<file path="src/include/apm_pkg.sv">
// Purpose: Constants shared by the PM1 runtime register bank.
// Assumes: Byte-wide register ports on host and controller sides.
// Notes:   Offsets are byte offsets from each side's base.
`default_nettype none
package apm_pkg;
    localparam logic [7:0]  OFF_STATUS_LOW   = 8'h00;
    localparam logic [7:0]  OFF_STATUS_HIGH  = 8'h01;
    localparam logic [7:0]  OFF_ENABLE_LOW   = 8'h02;
    localparam logic [7:0]  OFF_ENABLE_HIGH  = 8'h03;
    localparam logic [7:0]  OFF_CONTROL_LOW  = 8'h04;
    localparam logic [7:0]  OFF_CONTROL_HIGH = 8'h05;
    localparam logic [7:0]  OFF_PM2_LOW      = 8'h06;
    localparam logic [7:0]  OFF_PM2_HIGH     = 8'h07;
    localparam logic [7:0]  OFF_EC_PM_STS    = 8'h10;
    localparam logic [31:0] EC_BASE          = 32'h400F_1400;
    localparam logic [31:0] EC_ONLY_BASE     = 32'h400F_1500;
    localparam logic [7:0]  STATUS_MASK      = 8'h8F;
    localparam logic [7:0]  ENABLE_MASK      = 8'h07;
    localparam logic [7:0]  RESET_VALUE      = 8'h00;
    localparam int          SLEEP_TYPE_LSB   = 2;
    localparam int          SLEEP_ENABLE_BIT = 5;
    localparam int          OVR_ENABLE_BIT   = 1;
endpackage : apm_pkg
`default_nettype wire

</file>
<file path="src/hdl/apm_pm1_regs.sv">
// Purpose: PM1 runtime register bank shared by host (I/O) and controller.
// Assumes: Host I/O decode is done against a programmed base; host and
//          controller strobes are one-cycle pulses on this clock.
// Notes:   Controller writes win over host writes in the same cycle.
`default_nettype none
// Function
// - Decode registers as byte offsets from host base and fixed controller base.
// - Offsets 00h, 02h, 06h, 07h are reserved, read-only.
// - Offset 04h is reserved, read-only, reads zero.
// - Status bit 7 wake status: controller sets/clears, host one clears.
// - Status bit 3 override status, set by controller to simulate.
// - Status bit 2 alarm status, set by controller to simulate.
// - Status bit 1 sleep-button status, set by controller.
// - Status bit 0 power-button status, set by controller.
// - Controller status writes load the written value directly.
// - Host status write of one clears; zero leaves unchanged.
// - Status bits clear on main-well reset; default zero.
// - Enable bits 2:0 host read/write, controller read-only.
// - Controller writes to enables and host control fields are ignored.
// - Sleep type bits 4:2 host read/write, controller reads; reset zero.
// - Override enable bit 1 host-writable; bits 7:6 and 0 reserved.
// - Sleep enable: host one sets, host reads zero, controller one clears.
// - Interrupt controller on host write of status and of enable register.
// - Drive active-low host SCI pin while SCI request bit is one.
module apm_pm1_regs #(
    parameter logic [15:0] HOST_BASE_DEFAULT = 16'h0000
) (
    input  wire logic        clock,
    input  wire logic        rst,
    input  wire logic [15:0] host_base,
    input  wire logic [15:0] host_addr,
    input  wire logic        host_wr,
    input  wire logic        host_rd,
    input  wire logic [7:0]  host_wdata,
    output var  logic [7:0]  host_rdata,
    output var  logic        host_hit,
    input  wire logic [31:0] ec_addr,
    input  wire logic        ec_wr,
    input  wire logic        ec_rd,
    input  wire logic [7:0]  ec_wdata,
    output var  logic [7:0]  ec_rdata,
    output var  logic        ec_hit,
    output var  logic        host_status_write_irq,
    output var  logic        host_enable_write_irq,
    output var  logic        host_sci_pin_n,
    output var  logic [2:0]  sleep_type,
    output var  logic        sleep_enable,
    output var  logic        power_button_override_enable
);

    // ----------------------------------------------------------------
    // State
    // ----------------------------------------------------------------
    typedef struct packed {
        logic [7:0] status;
        logic [7:0] enable;
        logic [7:0] control;
        logic [7:0] ec_pm;
        logic [7:0] host_rdata;
        logic       host_hit;
        logic [7:0] ec_rdata;
        logic       ec_hit;
        logic       sts_irq;
        logic       en_irq;
        logic       sci_n;
    } apm_state_t;

    apm_state_t state_reg;
    apm_state_t state_next;

    // ----------------------------------------------------------------
    // Address decode
    // ----------------------------------------------------------------
    logic [15:0] host_off;
    logic        host_in;
    logic [31:0] ec_off;
    logic [31:0] ec_only_off;
    logic        ec_in;
    logic        ec_in_only;
    logic [7:0]  host_idx;
    logic [7:0]  ec_idx;

    always_comb begin
        host_off    = host_addr - host_base;
        host_in     = (host_addr >= host_base) && (host_off < 16'h0008);
        host_idx    = host_off[7:0];
        ec_off      = ec_addr - apm_pkg::EC_BASE;
        ec_only_off = ec_addr - apm_pkg::EC_ONLY_BASE;
        ec_in       = (ec_addr >= apm_pkg::EC_BASE) && (ec_off < 32'h0000_0008);
        ec_in_only  = (ec_only_off == 32'h0000_0000) || (ec_only_off < 32'h0000_0008)
                      || (ec_only_off == {24'h00_0000, apm_pkg::OFF_EC_PM_STS});
        ec_in_only  = ec_in_only && (ec_addr >= apm_pkg::EC_ONLY_BASE);
        ec_idx      = ec_in ? ec_off[7:0] : ec_only_off[7:0];
    end

    // ----------------------------------------------------------------
    // Next state
    // ----------------------------------------------------------------
    always_comb begin
        logic [7:0] sts;
        logic [7:0] ctl;
        state_next = state_reg;
        sts = state_reg.status;
        ctl = state_reg.control;
        state_next.sts_irq  = 1'b0;
        state_next.en_irq   = 1'b0;
        state_next.host_hit = host_in && (host_wr || host_rd);
        state_next.ec_hit   = (ec_in || ec_in_only) && (ec_wr || ec_rd);

        // Host side writes.
        if (host_in && host_wr) begin
            unique case (host_idx)
                apm_pkg::OFF_STATUS_HIGH: begin
                    sts = sts & ~(host_wdata & apm_pkg::STATUS_MASK);
                    state_next.sts_irq = 1'b1;
                end
                apm_pkg::OFF_ENABLE_HIGH: begin
                    state_next.enable = host_wdata & apm_pkg::ENABLE_MASK;
                    state_next.en_irq = 1'b1;
                end
                apm_pkg::OFF_CONTROL_HIGH: begin
                    ctl[4:2] = host_wdata[4:2];
                    ctl[1]   = host_wdata[1];
                    if (host_wdata[5]) begin
                        ctl[5] = 1'b1;
                    end
                end
                default: begin
                end
            endcase
        end

        // Controller writes; later in the process so they take precedence.
        if ((ec_in || ec_in_only) && ec_wr) begin
            unique case (ec_idx)
                apm_pkg::OFF_STATUS_HIGH: begin
                    if (ec_in || ec_idx != apm_pkg::OFF_EC_PM_STS) begin
                        // Wake, override, alarm, sleep and power status.
                        // All load straight from the write data.
                        sts = ec_wdata & apm_pkg::STATUS_MASK;
                    end
                end
                apm_pkg::OFF_CONTROL_HIGH: begin
                    if (ec_wdata[5]) begin
                        ctl[5] = 1'b0;
                    end
                end
                apm_pkg::OFF_EC_PM_STS: begin
                    if (ec_in_only) begin
                        state_next.ec_pm = ec_wdata;
                    end
                end
                default: begin
                    // Enable and host-owned fields are read-only here.
                end
            endcase
        end
        state_next.status  = sts;
        state_next.control = ctl & 8'h3E;

        // Read data; reserved registers read zero.
        state_next.host_rdata = 8'h00;
        if (host_in && host_rd) begin
            unique case (host_idx)
                apm_pkg::OFF_STATUS_HIGH:  state_next.host_rdata = state_reg.status;
                apm_pkg::OFF_ENABLE_HIGH:  state_next.host_rdata = state_reg.enable;
                apm_pkg::OFF_CONTROL_HIGH: begin
                    state_next.host_rdata = state_reg.control & 8'h1E;
                end
                default:                   state_next.host_rdata = 8'h00;
            endcase
        end
        state_next.ec_rdata = 8'h00;
        if ((ec_in || ec_in_only) && ec_rd) begin
            unique case (ec_idx)
                apm_pkg::OFF_STATUS_HIGH:  state_next.ec_rdata = state_reg.status;
                apm_pkg::OFF_ENABLE_HIGH:  state_next.ec_rdata = state_reg.enable;
                apm_pkg::OFF_CONTROL_HIGH: state_next.ec_rdata = state_reg.control;
                apm_pkg::OFF_EC_PM_STS:    state_next.ec_rdata = state_reg.ec_pm;
                default:                   state_next.ec_rdata = 8'h00;
            endcase
        end

        state_next.sci_n = ~state_next.ec_pm[0];
    end

    // ----------------------------------------------------------------
    // Registers
    // ----------------------------------------------------------------
    always_ff @(posedge clock) begin
        if (rst) begin
            state_reg         <= '0;
            state_reg.sci_n   <= 1'b1;
        end else begin
            state_reg <= state_next;
        end
    end

    // ----------------------------------------------------------------
    // Outputs, all straight from state flip-flops
    // ----------------------------------------------------------------
    always_comb begin
        host_rdata                   = state_reg.host_rdata;
        host_hit                     = state_reg.host_hit;
        ec_rdata                     = state_reg.ec_rdata;
        ec_hit                       = state_reg.ec_hit;
        host_status_write_irq        = state_reg.sts_irq;
        host_enable_write_irq        = state_reg.en_irq;
        host_sci_pin_n               = state_reg.sci_n;
        sleep_type                   = state_reg.control[4:2];
        sleep_enable                 = state_reg.control[5];
        power_button_override_enable = state_reg.control[1];
    end

endmodule // apm_pm1_regs
`default_nettype wire

</file>
<file path="config.mk">
export PLATFORM = sky130hd
export DESIGN_NAME = apm_pm1_regs
export DESIGN_NICKNAME = d
export VERILOG_FILES = /design/src/include/apm_pkg.sv /design/src/hdl/apm_pm1_regs.sv
export SDC_FILE = /design/constraint.sdc
export NUM_CORES = 1
export LEC_CHECK = 0
export BUFFER_PORTS_ARGS = -buffer_cell sky130_fd_sc_hd__buf_2
export CAP_MARGIN = 5
export CORE_ASPECT_RATIO = 1.25
export CORE_MARGIN = 2
export CORE_UTILIZATION = 56
export CTS_CLUSTER_DIAMETER = 60
export DETAILED_ROUTE_END_ITERATION = 6
export GPL_TIMING_DRIVEN = 0
export PLACE_DENSITY_LB_ADDON = 0.1
export SLEW_MARGIN = 40
export SYNTH_ARGS = -nofsm -noshare
export SYNTH_HDL_FRONTEND = slang
export SYNTH_SLANG_ARGS = --single-unit
</file>
<file path="constraint.sdc">
create_clock -name clock -period 8.6 [get_ports clock]
set_clock_uncertainty 0.05 [all_clocks]
set_input_delay 0.86 -clock clock [delete_from_list [all_inputs] [get_ports clock]]
set_output_delay 0.86 -clock clock [all_outputs]
set_load 0.01 [all_outputs]
</file>
==> results of run 1 <==
critical path: cells and delay by family:
kind | cells | cell delay (ns)
AOI/OAI and AO/OA | 4 | 1.16
adders and majority gates | 1 | 0.26
buffers and inverters | 3 | 0.40
and+or+nand+nor | 4 | 1.31
power groups by stage:
stage / clock network (uW) / registers [uW] / logic (uW)
after floorplan: 0 / 189 / 93.4
after global placement: 0 / 189 / 140
after detailed placement: 0 / 189 / 142
after CTS: 120 / 185 / 143
after global routing: 130 / 185 / 160
final: 121 / 185 / 145
cells by family after synthesis:
family	count (synthesis)
adder cells (fa/ha/maj)	17
XOR/XNOR	8
multiplexers	17
flip-flops	40
AND/OR/NAND/NOR	208
buffers and inverters	61
AO/OA/AOI/OAI	114
other	1
cells in the final DEF (no fill, tap or decap), types with 8 or more instances in the layout:
| cell | n |
|---|---|
| a21oi_1 | 36 |
| and3_1 | 13 |
| buf_2 | 110 |
| buf_4 | 19 |
| clkbuf_1 | 13 |
| dfxtp_1 | 40 |
| ha_1 | 16 |
| inv_1 | 23 |
| mux2i_1 | 15 |
| nand2_1 | 31 |
| nand3_1 | 26 |
| nand4_1 | 15 |
| nor2_1 | 39 |
| nor2b_1 | 9 |
| nor3_1 | 19 |
| nor4_1 | 8 |
| o21ai_0 | 14 |
| o31ai_1 | 9 |
routing by layer:
layer,part of all wire,global-route usage
met5,0,0
met2,0.50,0.4841
met1,0.43,0.3624
met3,0.067,0.04418
met4,0.0047,0.05556
worst paths after layout:
path,end,start,slack [ns],cells past startpoint
setup / recovery,host_rdata[7]$_SDFF_PP0_,host_base[6],4.79,12
hold / removal,ec_rdata[6]$_SDFF_PP0_,state_reg[27]$_SDFFE_PP0P_,0.39,2
setup reg to reg,ec_rdata[2]$_SDFF_PP0_,sleep_type[0]$_SDFFE_PP0P_,7.49,6
hold reg to reg,ec_rdata[6]$_SDFF_PP0_,state_reg[27]$_SDFFE_PP0P_,0.39,2
final cells by class:
cell class	count	area [um2]
tap	85	106.4
sequential	40	800.8
multi-input combinational	366	2445
fill	592	1882
timing repair buffer	106	530.5
inverter	23	86.33
buffer	38	234.0
clock buffer	5	68.82
clock inverter	2	12.51
metrics by stage:
stage                     total power, uW  utilization
after floorplan                     282.7            -
after global placement              329.2       0.6808
after detailed placement            331.1       0.6816
after CTS                           448.0       0.6948
after global routing                475.2       0.6948
final                               450.4       0.6948
==> run metrics, run 1 <==
outcome=complete, no violations; clk sinks=40; Total Nets Final=683; Post-CTS Hold Buffers=0; count leader, synth=dfxtp_1; largest family of logic cells by synthesized area=simple AND/OR/NAND/NOR gates; Final period util=0.4429; mux share of post-synthesis cell area=0.04854; Syn Inst Count=466; Die Height=93.11 um; final setup TNS=0 ns; Placed Cells=658; worst path cell trace=buf_2 -> inv_1 -> ha_1 -> clkbuf_1 -> nand2_1 -> o21ai_0 -> o21ai_0 -> a31o_2 -> a22oi_1 -> nand4b_1 -> nor4_2 -> and4_1; antenna viol nets, final=0; Pre-Repair DR Iteration Count=5; die area=7009 um2; final wirelength=9726 um; Cell Area, Placed=4203 um2; P_int=298.4 uW; Post-synth EDFFs=0; Hold Violations, Final=0; Max Cap Viol=0; pwr/cell area=105.1 nW/um2; Net Sw Frac=0.3374; Lkg Pwr=0.001964 uW; area grow syn2layout=20.44%; RePlAce Congestion=0.8784; CP Class=input port to register; initial antenna violation count=0; postcts setup bufs=0; Reg power frac=0.411; Initial Util=0.5769; leading cell types by count after synthesis=dfxtp_1 (40), nor2_1 (39), a21oi_1 (36); Cell variety after synth=69; global-route wire length before repair=15850 um; H-tree levels=2; unrepaired setup endpoints after global routing=no; Synth area leaders=dfxtp_1 (23%), ha_1 (5.6%), a21oi_1 (5.1%); Mean Syn Cell Area=7.633 um2; top cell type's share of synthesized area=0.2251; Hold WS=0.3875 ns; worst stage delay on the critical path=0.60 ns; final worst setup slack=4.791 ns; Psw=152.0 uW; # diodes=0; core area=6166 um2; Compound-Gate Fraction of Synth Area=0.2279; DR WL/cell=14.63 um; Final Max Slew Viols=0; Skew-Pair Late Insertion Delay=0.29 ns; area leader, netlist=dfxtp_1; fin area=4284 um2; Top FF cell, synth=dfxtp_1; fin cells=665; vias in the first global route=3624; Via density=5.932; Post-Synth XOR/XNOR Area=0.01970; post-detail-place hpwl=7754 um; synthesis warning total=0; DR DRC count=0; DRT iter0 DRCs=232; Clock Tree Buf Depth=2; cts bufs inserted=5; Peak Freq=262.6 MHz; # IOs=112; CTS tree=yes; Most common cell on crit path=o21ai_0; synthesized-area fraction occupied by adder cells=0.06191; #FFs+latches synth=40; Worst slew margin=0.5474; FFs w/ async S/R, synth=0; Clock power frac=0.268; share of cells above drive strength 1=0.2741; Worst Path Required=8.78 ns; critical-path maximum fanout=8; crit end category=register; Overflow after GRT=0; actual slew at the worst max-slew pin=0.6741 ns; Largest register FFs=16; Synth Area in Simple Gates=0.3257; Tmin final=3.809 ns; via count=3945; class of the worst hold path=register to register; gr usage total=0.2801; Root Driver=clkbuf_8; Clk pin slew, worst setup/hold paths=0.08 ns; Setup violations, final=0; Comb pwr share=0.322; synthesized area=3557 um2; sequential cell area fraction in the yosys report=0.2251; standard-cell rows=32; slowest CP cell=nor4_2; critical path arrival=3.99 ns; pre-CTS setup slack=4.579 ns; Post-CTS Resized=0; pin count of the biggest net entering global routing=13; Max rail drop VDD=0.00009785 V; I/O Buffers=106; chip width=75.29 um; crit start category=input port
No activity file was read; power rests on OpenSTA's default activity.
==> inputs of run 2 (changes only) <==
- ABC_AREA: not set -> 1
- clock period: 8.6 -> 4 ns (I/O delays scaled with it)
==> run metrics, run 2 <==
Worst Path Required=4.15 ns (was 8.78 ns); #FFs+latches synth=40 (unchanged); Comb pwr share=0.343 (was 0.322); synthesized area=4792 um2 (was 3557 um2); Hold Violations, Final=0 (unchanged); Skew-Pair Late Insertion Delay=0.29 ns (about the same); Max rail drop VDD=0.0001380 V (was 0.00009785 V); area grow syn2layout=16.11% (was 20.44%); worst r2r dst=state_reg[45]$_SDFF_PP0_ (was ec_rdata[2]$_SDFF_PP0_); pwr/cell area=202.2 nW/um2 (was 105.1 nW/um2); Most common cell on crit path=nand2_1 (was o21ai_0); Synth Area in Simple Gates=0.5470 (was 0.3257); Post-CTS Resized=0 (unchanged); pin count of the biggest net entering global routing=15 (was 13); global-route wire length before repair=22710 um (was 15850 um); Net Sw Frac=0.3588 (was 0.3374); Clock power frac=0.303 (was 0.268); Post-synth EDFFs=0 (unchanged); Reg2Reg Setup Slack=2.86 ns (was 7.49 ns); Multi-input gate area=3227 um2 (was 2445 um2); die area=9318 um2 (was 7009 um2); register area=800.8 um2 (unchanged); sequential cell area fraction in the yosys report=0.1671 (was 0.2251); outcome=complete, no violations (unchanged); Final Total Pwr=1125 uW (was 450.4 uW); leading cell types by count after synthesis=nand2_1 (294), inv_1 (148), nor2_1 (135) (was dfxtp_1 (40), nor2_1 (39), a21oi_1 (36)); Setup violations, final=0 (unchanged); # diodes=0 (unchanged); chip width=86.74 um (was 75.29 um); final wirelength=13740 um (was 9726 um); Clock Tree Buf Depth=2 (unchanged); critical path arrival=2.99 ns (was 3.99 ns); # IOs=112 (unchanged); Overflow after GRT=0 (unchanged); Post-CTS Hold Buffers=0 (unchanged); post-detail-place hpwl=11450 um (was 7754 um); most common cell after layout, fill and taps aside=nand2_1 (was buf_2); crit end category=register (unchanged); Syn Inst Count=902 (was 466); H-tree levels=2 (unchanged); Hold EP=sleep_type[2]$_SDFFE_PP0P_ (was ec_rdata[6]$_SDFF_PP0_); Die Height=107.4 um (was 93.11 um); P_int=721.2 uW (was 298.4 uW); I/O Buffers=105 (was 106); Via density=5.190 (was 5.932); DRT iter0 DRCs=285 (was 232); DR DRC count=0 (unchanged); via count=5777 (was 3945); antenna viol nets, final=0 (unchanged); mux share of post-synthesis cell area=0 (was 0.04854); Post-Synth XOR/XNOR Area=0.001828 (was 0.01970); Root Driver=clkbuf_8 (unchanged); Tmin final=2.844 ns; clk sinks=40 (unchanged); Reg power frac=0.354 (was 0.411); Top FF cell, synth=dfxtp_1 (unchanged); Worst R2R Path Depth=8 (was 6); Clk pin slew, worst setup/hold paths=0.09 ns (was 0.08 ns); Synth area leaders=nand2_1 (23%), dfxtp_1 (17%), inv_1 (12%) (was dfxtp_1 (23%), ha_1 (5.6%), a21oi_1 (5.1%)); Cell variety after synth=46 (was 69); standard-cell rows=37 (was 32); top cell type's share of synthesized area=0.2303 (was 0.2251); class of the worst hold path=input port to register (was register to register); area leader, netlist=nand2_1 (was dfxtp_1); share of cells above drive strength 1=0.1752 (was 0.2741); Reg-to-Reg Start=state_reg[45]$_SDFF_PP0_ (was sleep_type[0]$_SDFFE_PP0P_); RePlAce Congestion=1.012 (was 0.8784); cts bufs inserted=5 (unchanged); initial antenna violation count=0 (unchanged); FFs w/ async S/R, synth=0 (unchanged); worst path cell trace=buf_2 -> ha_1 -> fa_1 -> inv_1 -> nand3_1 -> nand2_1 -> nand2_1 -> nand2_1 -> nand2_1 -> nand2_1 -> nand2_1 -> nor2_1 -> nand2_1 -> nor2_1 -> nand4_2 -> nor2_1 -> inv_1 -> nor2_1 -> nor2_1 (was buf_2 -> inv_1 -> ha_1 -> clkbuf_1 -> nand2_1 -> o21ai_0 -> o21ai_0 -> a31o_2 -> a22oi_1 -> nand4b_1 -> nor4_2 -> and4_1); Hold Startpoint=host_wdata[4] (was state_reg[27]$_SDFFE_PP0P_); count leader, synth=nand2_1 (was dfxtp_1); gr usage total=0.3005 (was 0.2801); postcts setup bufs=0 (unchanged); Lkg Pwr=0.003184 uW (was 0.001964 uW); Max Cap Viol=0 (unchanged); CP Class=input port to register (unchanged); most frequent cells in the layout=nand2_1 (294), inv_1 (148), nor2_1 (135) (was buf_2 (110), dfxtp_1 (40), nor2_1 (39)); Total Nets Final=1118 (was 683); Peak Freq=351.7 MHz; Mean Syn Cell Area=5.313 um2 (was 7.633 um2); Initial Util=0.5783 (was 0.5769); worst stage delay on the critical path=0.41 ns (was 0.60 ns); Final period util=0.7109; critical-path maximum fanout=9 (was 8); unrepaired setup endpoints after global routing=no (unchanged); Compound-Gate Fraction of Synth Area=0.07572 (was 0.2279); largest family of logic cells by synthesized area=simple AND/OR/NAND/NOR gates (unchanged); Psw=403.6 uW (was 152.0 uW); DR WL/cell=12.34 um (was 14.63 um); actual slew at the worst max-slew pin=0.6070 ns (was 0.6741 ns); CTS tree=yes (unchanged); Worst slew margin=0.5943 (was 0.5474); slowest CP cell=fa_1 (was nor4_2); Pre-Repair DR Iteration Count=6 (was 5); Final Max Slew Viols=0 (unchanged); Cells on Worst Hold Path=3 (was 2); Fill cells=875 (was 592); final setup TNS=0 ns (unchanged); synthesis warning total=0 (unchanged); core area=8287 um2 (was 6166 um2); crit start category=input port (unchanged); Largest register FFs=16 (unchanged); vias in the first global route=5267 (was 3624); synthesized-area fraction occupied by adder cells=0.04595 (was 0.06191)
==> run 2: changes by cell type in the layout (fill, tap and decap cells not counted), sizes merged, moves of 12 or more <==
cell	change
nand4	+12
inv	+132
nor2	+105
and3	-13
nand3	+62
nand2	+277
mux2i	-15
==> run 2: cell type report <==
cell class              count  area share
clock inverters             3    0.008320
plain buffers              27     0.03373
well taps                  97     0.02181
clock buffers               5     0.01237
repair buffers            105     0.09445
multi-input cells         681      0.5799
inverters                 155      0.1055
flip-flops and latches     40      0.1439
==> run 2: worst max path at each step <==
stage | end | start | slack, ns
CTS | state_reg[37]$_SDFFE_PP0P_ | host_base[0] | 1.18
global route | sleep_type[0]$_SDFFE_PP0P_ | host_base[0] | 0.86
finish | state_reg[37]$_SDFFE_PP0P_ | host_base[0] | 1.16
global placement | state_reg[37]$_SDFFE_PP0P_ | host_base[0] | 0.91
floorplan | sleep_type[0]$_SDFFE_PP0P_ | host_addr[0] | 1.41
detailed placement | state_reg[37]$_SDFFE_PP0P_ | host_base[0] | 0.88
==> run 2: critical path, delay by kind of cell <==
family                     cells  cell delay [ns]
adders and majority gates      2             0.62
buffers and inverters          3             0.35
and+or+nand+nor               14             1.59
==> run 2: kinds of logic after synthesis <==
group,Yosys count
fa+ha+maj,17
flops,40
xor+xnor,1
buf+inv,182
simple gates,597
compound gates,64
other cells,1
==> run 2: routing by layer <==
metal / share of wire / wire length (um) / up-vias / global-route usage
met1: 0.42 / 5759 / 2519 / 0.3474
met5: 0 / 0 / - / 0
met3: 0.041 / 561 / 52 / 0.03528
met4: 0.051 / 699 / 0 / 0.1540
met2: 0.49 / 6716 / 187 / 0.5352
li1: - / - / 3019 / -
==> run 2: power groups by stage <==
stage	Clock (uW)	Sequential [uW]	Combinational [uW]
final	341	398	386
after floorplan	0	407	262
after global placement	0	407	380
after global routing	357	398	445
after detailed placement	0	407	382
after CTS	337	398	384
==> run 2: through the flow <==
stage,hold WS (ns),instances,utilization,setup slack [ns],instance area (um2)
5_1_grt,0.3016,1113,0.6714,0.8567,5564
6_report,0.2810,1113,0.6714,1.156,5564
3_3_place_gp,0.3969,1105,0.6568,0.9099,5443
4_1_cts,0.2851,1113,0.6714,1.180,5564
3_5_place_dp,0.4011,1105,0.6576,0.8787,5449
2_1_floorplan,0.3831,903,-,1.414,4796
==> inputs of run 3 (changes only) <==
- ABC_AREA: 1 -> 0
- CORE_UTILIZATION: 56 -> 47
- clock period: 4 -> 2.4 ns (I/O delays scaled with it)
==> run metrics, run 3 (synthesized netlist as in run 1, its figures left out) <==
worst r2r dst=ec_rdata[1]$_SDFF_PP0_ (was state_reg[45]$_SDFF_PP0_); Skew-Pair Late Insertion Delay=0.29 ns (about the same); Worst R2R Path Depth=6 (was 8); Root Driver=clkbuf_8 (unchanged); CP Class=input port to register (unchanged); Post-CTS Hold Buffers=0 (unchanged); crit start category=input port (unchanged); share of cells above drive strength 1=0.4508 (was 0.1752); most frequent cells in the layout=buf_2 (104), buf_4 (45), dfxtp_1 (40) (was nand2_1 (294), inv_1 (148), nor2_1 (135)); critical path arrival=2.77 ns (was 2.99 ns); core area=7357 um2 (was 8287 um2); # diodes=0 (unchanged); Die Height=101.3 um (was 107.4 um); clk sinks=40 (unchanged); Initial Util=0.4835 (was 0.5783); final worst setup slack=-0.1861 ns (was 1.156 ns); Comb pwr share=0.387 (was 0.343); pwr/cell area=342.5 nW/um2 (was 202.2 nW/um2); antenna viol nets, final=0 (unchanged); Clk pin slew, worst setup/hold paths=0.08 ns (was 0.09 ns); P_int=1169 uW (was 721.2 uW); via count=4151 (was 5777); DR WL/cell=15.99 um (was 12.34 um); Total Nets Final=713 (was 1118); DR DRC count=0 (unchanged); Clock Tree Buf Depth=2 (unchanged); critical-path maximum fanout=6 (was 9); gr usage total=0.2559 (was 0.3005); Final period util=1.078; Worst Path Required=2.58 ns (was 4.15 ns); Worst slew margin=0.4474 (was 0.5943); Reg-to-Reg Start=power_button_override_enable$_SDFFE_PP0P_ (was state_reg[45]$_SDFF_PP0_); Hold Startpoint=ec_wdata[4] (was host_wdata[4]); fin area=5249 um2 (was 5564 um2); Reg2Reg Setup Slack=1.28 ns (was 2.86 ns); chip width=81.81 um (was 86.74 um); Setup violations, final=20 (was 0); global-route wire length before repair=17150 um (was 22710 um); Peak Freq=386.7 MHz; pre-CTS setup slack=-0.8326 ns (was 0.8787 ns); M3 GR Usage=0.04189 (was 0.03528); Clock power frac=0.244 (was 0.303); outcome=finished, violations left (was complete, no violations); Cells on Worst Hold Path=3 (unchanged); RePlAce Congestion=0.8962 (was 1.012); area grow syn2layout=47.56% (was 16.11%); Via density=5.913 (was 5.190); Hold Violations, Final=0 (unchanged); CTS tree=yes (unchanged); class of the worst hold path=input port to register (unchanged); failing checks=negative setup slack; standard-cell rows=35 (was 37); DRT iter0 DRCs=158 (was 285); unrepaired setup endpoints after global routing=yes (was no); Cell Area, Placed=4317 um2 (was 5449 um2); I/O Buffers=106 (was 105); Max Cap Viol=0 (unchanged); Tmin final=2.586 ns; Reg power frac=0.369 (was 0.354); pin count of the biggest net entering global routing=13 (was 15); final wirelength=11230 um (was 13740 um); met2 GRT Util=0.4553 (was 0.5352); Max rail drop VDD=0.0003129 V (was 0.0001380 V); initial antenna violation count=0 (unchanged); Lkg Pwr=0.002230 uW (was 0.003184 uW); vias in the first global route=3754 (was 5267); Net Sw Frac=0.3499 (was 0.3588); H-tree levels=2 (unchanged); met1 Use GR=0.3133 (was 0.3474); # IOs=112 (unchanged); Largest register FFs=16 (unchanged); most common cell after layout, fill and taps aside=buf_2 (was nand2_1); Hold EP=state_reg[25]$_SDFFE_PP0P_ (was sleep_type[2]$_SDFFE_PP0P_); Top Usage Layer GRT=met2 (unchanged); die area=8284 um2 (was 9318 um2); Final Max Slew Viols=0 (unchanged); cts bufs inserted=5 (unchanged); Overflow after GRT=0 (unchanged); crit end category=register (unchanged); Pre-Repair DR Iteration Count=4 (was 6); actual slew at the worst max-slew pin=0.8289 ns (was 0.6070 ns); Fill cells=617 (was 875); Psw=629.0 uW (was 403.6 uW); post-detail-place hpwl=7893 um (was 11450 um)
-- run 3: changes by cell type in the layout (fill, tap and decap cells not counted), sizes merged, moves of 8 or more --
cell | previous run | this run
a21oi | 28 | 37
and3 | 0 | 13
buf | 128 | 167
inv | 155 | 23
mux2i | 0 | 15
nand2 | 309 | 32
nand3 | 88 | 26
nand4 | 27 | 15
nor2 | 144 | 39
nor2b | 0 | 9
nor4 | 1 | 9
o31ai | 0 | 9
or3 | 0 | 8
-- run 3: power groups by stage --
stage               Sequential, uW  Combinational (uW)  Clock (uW)
finish                         663                 696         439
global placement               679                 537           0
detailed placement             679                 543           0
floorplan                      679                 358           0
global route                   663                 750         470
CTS                            663                 604         433
-- run 3: layout make-up --
class                           count  area [um2]  area share
Buffer                             32       265.3     0.05054
Multi-Input combinational cell    366        3019      0.5752
Clock buffer                        5       68.82     0.01311
Tap cell                           92       115.1     0.02193
Inverter                           23       93.84     0.01788
Timing Repair Buffer              142       873.3      0.1664
Sequential cell                    40       800.8      0.1526
Clock inverter                      2       12.51    0.002384
-- run 3: layer usage --
| layer | vias to the layer above | routed length, um |
|---|---|---|
| met5 | - | 0 |
| met4 | 0 | 210 |
| met3 | 24 | 723 |
| met2 | 158 | 5655 |
| met1 | 1961 | 4637 |
| li1 | 2008 | - |
-- run 3: timing repair --
action,4_1_cts,5_1_grt
pin swaps,20,34
buffers inserted,17,17
gates cloned,2,0
setup endpoints to repair,40,40
gates resized for setup,46,85
-- run 3: worst max-delay path, stage by stage --
cell	delay, ns
buf_6	0.10
inv_4	0.04
ha_4	0.12
fa_2	0.22
nor2b_4	0.05
o2111a_1	0.24
or3_4	0.38
xnor2_2	0.16
and4_4	0.26
nand4b_1	0.17
buf_4	0.20
nor4_4	0.35
and4_1	0.24
-- run 3: per-stage QoR --
step                      setup TNS, ns  total power, uW    util  std cells  hold slack [ns]
final                            -2.324             1798  0.7134        702           0.1242
after floorplan                  -3.335             1037       -        467           0.3274
after detailed placement         -24.78             1221  0.5867        665           0.3768
after global routing             -4.660             1883  0.7134        702           0.1426
after global placement           -24.63             1216  0.5861        665           0.3640
after CTS                        -1.496             1700  0.6422        686           0.1299
-- run 3: worst max-delay path by stage --
stage,from,end,slack (ns)
detailed placement,host_base[10],host_rdata[7]$_SDFF_PP0_,-0.83
finish,host_addr[0],host_rdata[4]$_SDFF_PP0_,-0.19
CTS,host_addr[0],host_rdata[4]$_SDFF_PP0_,-0.14
global route,host_addr[0],host_rdata[4]$_SDFF_PP0_,-0.26
floorplan,host_addr[2],host_rdata[7]$_SDFF_PP0_,-0.25
global placement,host_base[6],sleep_type[0]$_SDFFE_PP0P_,-0.77
